==> config.mk <==
export PLATFORM = sky130hd
export DESIGN_NAME = aics_top
export DESIGN_NICKNAME = d
export VERILOG_FILES = /design/src/design/aics_pkg.sv /design/src/design/aics_route.sv /design/src/design/aics_top.sv
export SDC_FILE = /design/constraint.sdc
export NUM_CORES = 1
export LEC_CHECK = 0
export BUFFER_PORTS_ARGS = -buffer_cell sky130_fd_sc_hd__buf_2
export CAP_MARGIN = 5
export CORE_MARGIN = 2
export CORE_UTILIZATION = 30
export DETAILED_ROUTE_END_ITERATION = 8
export PLACE_DENSITY = 0.59
export SYNTH_ARGS = -nofsm -noshare
export SYNTH_HDL_FRONTEND = slang
export SYNTH_SLANG_ARGS = --single-unit
export TNS_END_PERCENT = 1
==> constraint.sdc <==
create_clock -name ref_clk -period 1.8 [get_ports ref_clk]
set_input_delay 0.36 -clock ref_clk [delete_from_list [all_inputs] [get_ports ref_clk]]
set_output_delay 0.36 -clock ref_clk [all_outputs]
set_load 0.02 [all_outputs]
==> src/design/aics_pkg.sv <==
// Purpose: Constants and carriers for the ADC input channel select block
// Assumes: Classic Wishbone slave, 32-bit data, channel and scan registers in low 16 bits
// Notes: Offsets are byte addresses of aligned words
`default_nettype none
package aics_pkg;
   localparam logic [3:0] AICS_OFF_CHS0 = 4'h0;
   localparam logic [3:0] AICS_OFF_CSSH = 4'h4;
   localparam logic [3:0] AICS_OFF_OPA = 4'h8;
   localparam logic [3:0] AICS_OFF_ROUTE = 4'hc;
   localparam int AICS_POS_NEG_A = 7;
   localparam int AICS_POS_NEG_B = 15;
   localparam int AICS_POS_SB_LO = 8;
   localparam int AICS_POS_SA_LO = 0;
   localparam int AICS_POS_SCAN16 = 0;
   localparam int AICS_POS_SCAN17 = 1;
   localparam logic [15:0] AICS_CHS0_MASK = 16'hbfbf;
   localparam logic [15:0] AICS_CHS0_RST = 16'h0000;
   localparam logic [15:0] AICS_CSSH_RST = 16'h0000;
   localparam logic [31:0] AICS_PRESENT_DEF = 32'h0000ffff;
   localparam logic [31:0] AICS_OPA_RST = 32'h00000000;
   localparam logic [31:0] AICS_UNMAPPED = 32'h00000000;

   typedef struct packed {
      logic cyc;
      logic stb;
      logic we;
      logic [3:0] adr;
      logic [3:0] sel;
      logic [31:0] dat;
   } aics_wb_req_t;

   typedef struct packed {
      logic ack;
      logic [31:0] dat;
   } aics_wb_rsp_t;

   typedef struct packed {
      logic neg_a_pin_one;
      logic neg_b_pin_one;
      logic [5:0] pos_a_code;
      logic [5:0] pos_b_code;
      logic pos_a_op_amp;
      logic pos_b_op_amp;
      logic pos_a_low_ref;
      logic pos_b_low_ref;
      logic scan_sixteen_en;
      logic scan_seventeen_en;
      logic scan_sixteen_op_amp;
      logic scan_seventeen_op_amp;
      logic scan_sixteen_low_ref;
      logic scan_seventeen_low_ref;
   } aics_route_t;
endpackage : aics_pkg
`default_nettype wire

==> src/design/aics_route.sv <==
// Purpose: Turns one input number into its analog route
// Assumes: Presence and op amp maps indexed by input number
// Notes: Pure combinational
`timescale 1ns/1ps
`default_nettype none
module aics_route (
   input wire logic [5:0] code,
   input wire logic [31:0] present,
   input wire logic [31:0] op_amp_enable,
   output logic op_amp,
   output logic low_ref
);
   import aics_pkg::*;
   logic in_range;
   assign in_range = (code[5] == 1'b0);
   // Missing inputs convert the low reference
   assign low_ref = !in_range || !present[code[4:0]];
   assign op_amp = in_range && present[code[4:0]] && op_amp_enable[code[4:0]];
endmodule : aics_route
`default_nettype wire

==> src/design/aics_top.sv <==
// Purpose: ADC input channel select registers and analog route outputs
// Assumes: Classic Wishbone, one wait-free ack a cycle after the strobe
// Notes: Op amp enable copies kept locally, one bit per input number
// Behaviour
// - Mux A negative bit: pin one or low reference
// - Scan bit seventeen includes or skips input
// - Scan bit sixteen includes or skips input
// - Op amp enable routes op amp output
// - Missing inputs sample the low reference
// - All scan-high bits stay software writable
//
// Register access over Wishbone and the placing of the registers are this design's own decisions.
`timescale 1ns/1ps
`default_nettype none
module aics_top #(
   parameter logic [31:0] PRESENT = aics_pkg::AICS_PRESENT_DEF
) (
   input wire logic ref_clk,
   input wire logic resetn,
   input wire aics_pkg::aics_wb_req_t wb_req,
   output aics_pkg::aics_wb_rsp_t wb_rsp,
   output aics_pkg::aics_route_t route
);
   import aics_pkg::*;

   typedef struct packed {
      logic [15:0] chs0;
      logic [15:0] cssh;
      logic [31:0] opa;
      logic ack;
      logic [31:0] rdat;
      aics_route_t route;
   } aics_state_t;

   aics_state_t st_ff;
   aics_state_t nxt_st;
   logic a_op, a_lr, b_op, b_lr, s16_op, s16_lr, s17_op, s17_lr;

   function automatic logic [31:0] aics_merge(input logic [31:0] old,
                                              input logic [31:0] wd,
                                              input logic [3:0] sel);
      logic [31:0] r;
      r = old;
      for (int i = 0; i < 4; i++) begin
         if (sel[i]) begin
            r[i*8 +: 8] = wd[i*8 +: 8];
         end
      end
      return r;
   endfunction : aics_merge

   aics_route u_a (
      .code(st_ff.chs0[AICS_POS_SA_LO +: 6]),
      .present(PRESENT),
      .op_amp_enable(st_ff.opa),
      .op_amp(a_op),
      .low_ref(a_lr)
   );
   aics_route u_b (
      .code(st_ff.chs0[AICS_POS_SB_LO +: 6]),
      .present(PRESENT),
      .op_amp_enable(st_ff.opa),
      .op_amp(b_op),
      .low_ref(b_lr)
   );
   aics_route u_s16 (
      .code(6'h10),
      .present(PRESENT),
      .op_amp_enable(st_ff.opa),
      .op_amp(s16_op),
      .low_ref(s16_lr)
   );
   aics_route u_s17 (
      .code(6'h11),
      .present(PRESENT),
      .op_amp_enable(st_ff.opa),
      .op_amp(s17_op),
      .low_ref(s17_lr)
   );

   always_comb begin
      logic req;
      logic [31:0] m;
      req = 1'b0;
      m = 32'h00000000;
      nxt_st = st_ff;
      req = wb_req.cyc && wb_req.stb && !st_ff.ack;
      nxt_st.ack = req;
      if (req && wb_req.we) begin
         unique case (wb_req.adr)
            AICS_OFF_CHS0: begin
               m = aics_merge({16'h0000, st_ff.chs0}, wb_req.dat, wb_req.sel);
               nxt_st.chs0 = m[15:0] & AICS_CHS0_MASK;
            end
            AICS_OFF_CSSH: begin
               // Every bit writable even where no input exists
               m = aics_merge({16'h0000, st_ff.cssh}, wb_req.dat, wb_req.sel);
               nxt_st.cssh = m[15:0];
            end
            AICS_OFF_OPA: begin
               nxt_st.opa = aics_merge(st_ff.opa, wb_req.dat, wb_req.sel);
            end
            default: begin
            end
         endcase
      end
      if (req) begin
         unique case (wb_req.adr)
            AICS_OFF_CHS0: nxt_st.rdat = {16'h0000, st_ff.chs0};
            AICS_OFF_CSSH: nxt_st.rdat = {16'h0000, st_ff.cssh};
            AICS_OFF_OPA: nxt_st.rdat = st_ff.opa;
            AICS_OFF_ROUTE: nxt_st.rdat = {8'h00, st_ff.route};
            default: nxt_st.rdat = AICS_UNMAPPED;
         endcase
      end
      nxt_st.route.neg_a_pin_one = st_ff.chs0[AICS_POS_NEG_A];
      nxt_st.route.neg_b_pin_one = st_ff.chs0[AICS_POS_NEG_B];
      nxt_st.route.pos_a_code = st_ff.chs0[AICS_POS_SA_LO +: 6];
      nxt_st.route.pos_b_code = st_ff.chs0[AICS_POS_SB_LO +: 6];
      nxt_st.route.pos_a_op_amp = a_op;
      nxt_st.route.pos_b_op_amp = b_op;
      nxt_st.route.pos_a_low_ref = a_lr;
      nxt_st.route.pos_b_low_ref = b_lr;
      nxt_st.route.scan_sixteen_en = st_ff.cssh[AICS_POS_SCAN16];
      nxt_st.route.scan_seventeen_en = st_ff.cssh[AICS_POS_SCAN17];
      nxt_st.route.scan_sixteen_op_amp = s16_op;
      nxt_st.route.scan_seventeen_op_amp = s17_op;
      nxt_st.route.scan_sixteen_low_ref = s16_lr;
      nxt_st.route.scan_seventeen_low_ref = s17_lr;
   end

   always_ff @(posedge ref_clk or negedge resetn) begin
      if (!resetn) begin
         st_ff <= '0;
      end else begin
         st_ff <= nxt_st;
      end
   end

   assign wb_rsp.ack = st_ff.ack;
   assign wb_rsp.dat = st_ff.rdat;
   assign route = st_ff.route;
endmodule : aics_top
`default_nettype wire

==> run metrics <==
PD cells=roughly 1100 nW/um^2; Compound-Gate Fraction of Synth Area=0.109; Skew-Pair Late Insertion Delay=0.41 ns; Inst Count DP=about 690; Area after DPL=5770 sq um; count leader, synth=dfrtp_1; DR vias=roughly 3,500; most instantiated cells after synthesis=dfrtp_1, mux2_2, buf_4; vias in the first global route=3,665; Layout Cells excl Fill=about 720; critical path launch point=nxt_st[16]; FF-to-FF End=route[9]; RSZ-0062 raised after global routing=false; Antenna Nets Post-Route=0; final worst setup slack=about 0.16 ns; area leader, netlist=dfrtp_1; Yosys reg bits=116; Core Area=between 15,000 and 20,000 sq um; Yosys cell types=34; worst slew pin tran=0.564 ns; antenna violations before repair=0; Crit path depth=4; routability cong.=just over 0.8; detailed-route DRC error count=0; dominant cells by area after synthesis=dfrtp_1, mux2_2, buf_4; period utilisation layout=0.913; area share of the leading cell type in the synthesized netlist=0.561; outcome=complete, no violations; Slew Limit Headroom=0.624; Design Area, Final=6380 sq um; Crit path required time=approximately 2.1 ns; ys async rst share=1.00; Design Power=a little under 7 mW; largest family of logic cells by synthesized area=multiplexers; peak supply drop=between 700 and 800 uV; worst hold margin=around 0.17 ns; H-tree Lvls=4; hold_sp=wb_req[23]; global route overflow=0; CTS Buf Count=17; Final Skew=a little under 0.008 ns; Worst-path clk slew=0.06 ns; Top Family by Delay on Critical Path=simple AND/OR/NAND/NOR gates; Hold WC Path Type=in -> reg; Layout Area Growth over Synthesis=23.3%; Post-Synth XOR/XNOR Area=0; max-cap violation count=0; number of synthesized flops with an enable pin=0; vias per cell=around 4.9; n_diodes=0; Avg WL per Cell=about 19 um; R2R Setup Slk=0.16 ns; critical path startpoint category=register; CTS tree=yes; Critical Path End=route[9]; kind of critical path=reg -> reg; R2R cell count=4; Setup crit end kind=register; mux share of post-synthesis cell area=0.166; Placement Setup Slack=between 0.006 and 0.007 ns; HPWL after DPL=~10 mm; Nets=roughly 530; Final Hold Fails=0; FP Rows=48; Ports=around 100; final core occ=0.374; Initial DRC Count=~180; die span in y=~140 um; synthesized netlist cell count=398; CP max-delay cell=dfrtp_1; first-pass GRT wire length=21.4 mm; Num Clock Sinks=around 120; fin crit period=about 1.6 ns; Syn Area/Cell=roughly 13 sq um; Final TNS setup=0 ns; Starting Density=0.303; Critical R2R Launch=nxt_st[16]; Cell Chain, Critical Path=mux2_2 -> nor3b_1 -> or4_1 -> a21oi_1; post-synthesis simple-gate area fraction=0.0638; post-synthesis sequential area ratio=0.561; worst path arrival time=1.96 ns; CP bufs+invs=0; I/O Buffers=about 100; Adder-Cell Fraction of Synth Area=0; clock tree buffer depth=2; die area=18,300 sq um; GRT Resource Usage Total=0.158; CP peak stage delay=about 0.52 ns; Synth Warn #=0; Die X=between 100 and 150 um; Clock Root Buffer=clkbuf_16; layout cell share with drive strength beyond 1=0.493; leak pwr=between 3 and 4 nW; largest net degree at the start of global routing=40; Max Transition Viols Final=0; First-pass DRT Iterations=4; # setup viols final=0; Mapped Area=approximately 5200 sq um; CP max FO=9; final wirelength=between 10 and 15 mm; Fmax=about 0.61 GHz; ys flop type=dfrtp_1
-- power by group --
part	internal, mW	total (mW)	switching, mW
clock network	2.16	3.35	1.19
logic	0.246	0.534	0.289
registers	2.76	2.91	0.150
total	5.17	6.79	1.63
-- cells by family (layout without fill, tap and decap cells) --
logic type | count (synthesis) | count (layout)
buffers and inverters | 77 | 171
other | 2 | 3
DFF | 116 | 116
and+or+nand+nor | 51 | 51
AOI/OAI and AO/OA | 79 | 79
muxes | 73 | 73
-- worst register-to-register path: stages, from the launching register on --
cell and delay [ns]:
dfrtp_1 0.52, mux2_2 0.29, nor3b_1 0.04, or4_1 0.50, a21oi_1 0.21
-- sequential cells by signal (all words and copies together) (netlist names) --
name / flops
nxt_st: 16
wb_rsp: 33
route: 21
st_ff: 46
-- worst min path at each step --
stage | endpoint | slack, ns | depth (start not counted)
CTS | st_ff[87] | 0.15 | 2
detailed placement | nxt_st[12] | 0.39 | 1
floorplan | nxt_st[10] | 0.06 | 0
global placement | nxt_st[12] | 0.39 | 1
finish | st_ff[80] | 0.17 | 2
global route | st_ff[80] | 0.16 | 2
-- routing by layer --
layer / vias to the layer above / wire, um / track usage / share of wire
met4: 0 / 223 / 0.0561 / 0.016
met3: 23 / 856 / 0.0415 / 0.062
met5: - / 0 / 0 / 0
met2: 135 / 6790 / 0.255 / 0.49
li1: 1575 / - / - / -
met1: 1798 / 5890 / 0.205 / 0.43
-- placed cells by master (no fill, tap or decap), types with 2 or more instances in the layout --
master | netlist | routed
nand3_4 | 2 | 2
nand2_1 | 24 | 24
nand4_1 | 7 | 7
mux4_2 | 4 | 4
a21oi_1 | 7 | 7
clkbuf_16 | 0 | 17
or2_2 | 3 | 3
conb_1 | 2 | 3
a22oi_1 | 10 | 10
mux2i_1 | 5 | 5
nor2b_1 | 3 | 3
mux2_1 | 2 | 2
mux2_2 | 62 | 62
clkinvlp_4 | 0 | 5
nand3b_1 | 2 | 2
a22o_1 | 23 | 23
buf_12 | 0 | 3
buf_2 | 1 | 98
buf_4 | 58 | 36
dfrtp_1 | 116 | 116
nor4b_4 | 2 | 2
bufinv_16 | 0 | 3
clkinv_2 | 0 | 3
a221oi_1 | 11 | 11
o21ai_0 | 23 | 23
nand3_1 | 3 | 3
-- timing repair --
action / 4_1_cts / 5_1_grt
endpoints found under the setup margin: 0 / 3
endpoints found under the hold margin: 33 / 0
hold buffers: 1 / 0
gates resized for setup: 0 / 0
setup buffers: 0 / 1
-- layout make-up --
type / count / area, sq um
Tap cell: 225 / 282
Inverter: 2 / 7.51
Sequential cell: 116 / 2900
Clock buffer: 18 / 429
Multi-Input combinational cell: 206 / 1770
Fill cell: 1678 / 10700
Clock inverter: 13 / 160
Timing Repair Buffer: 138 / 831
Note: power is estimated with default switching activity, not from simulation.
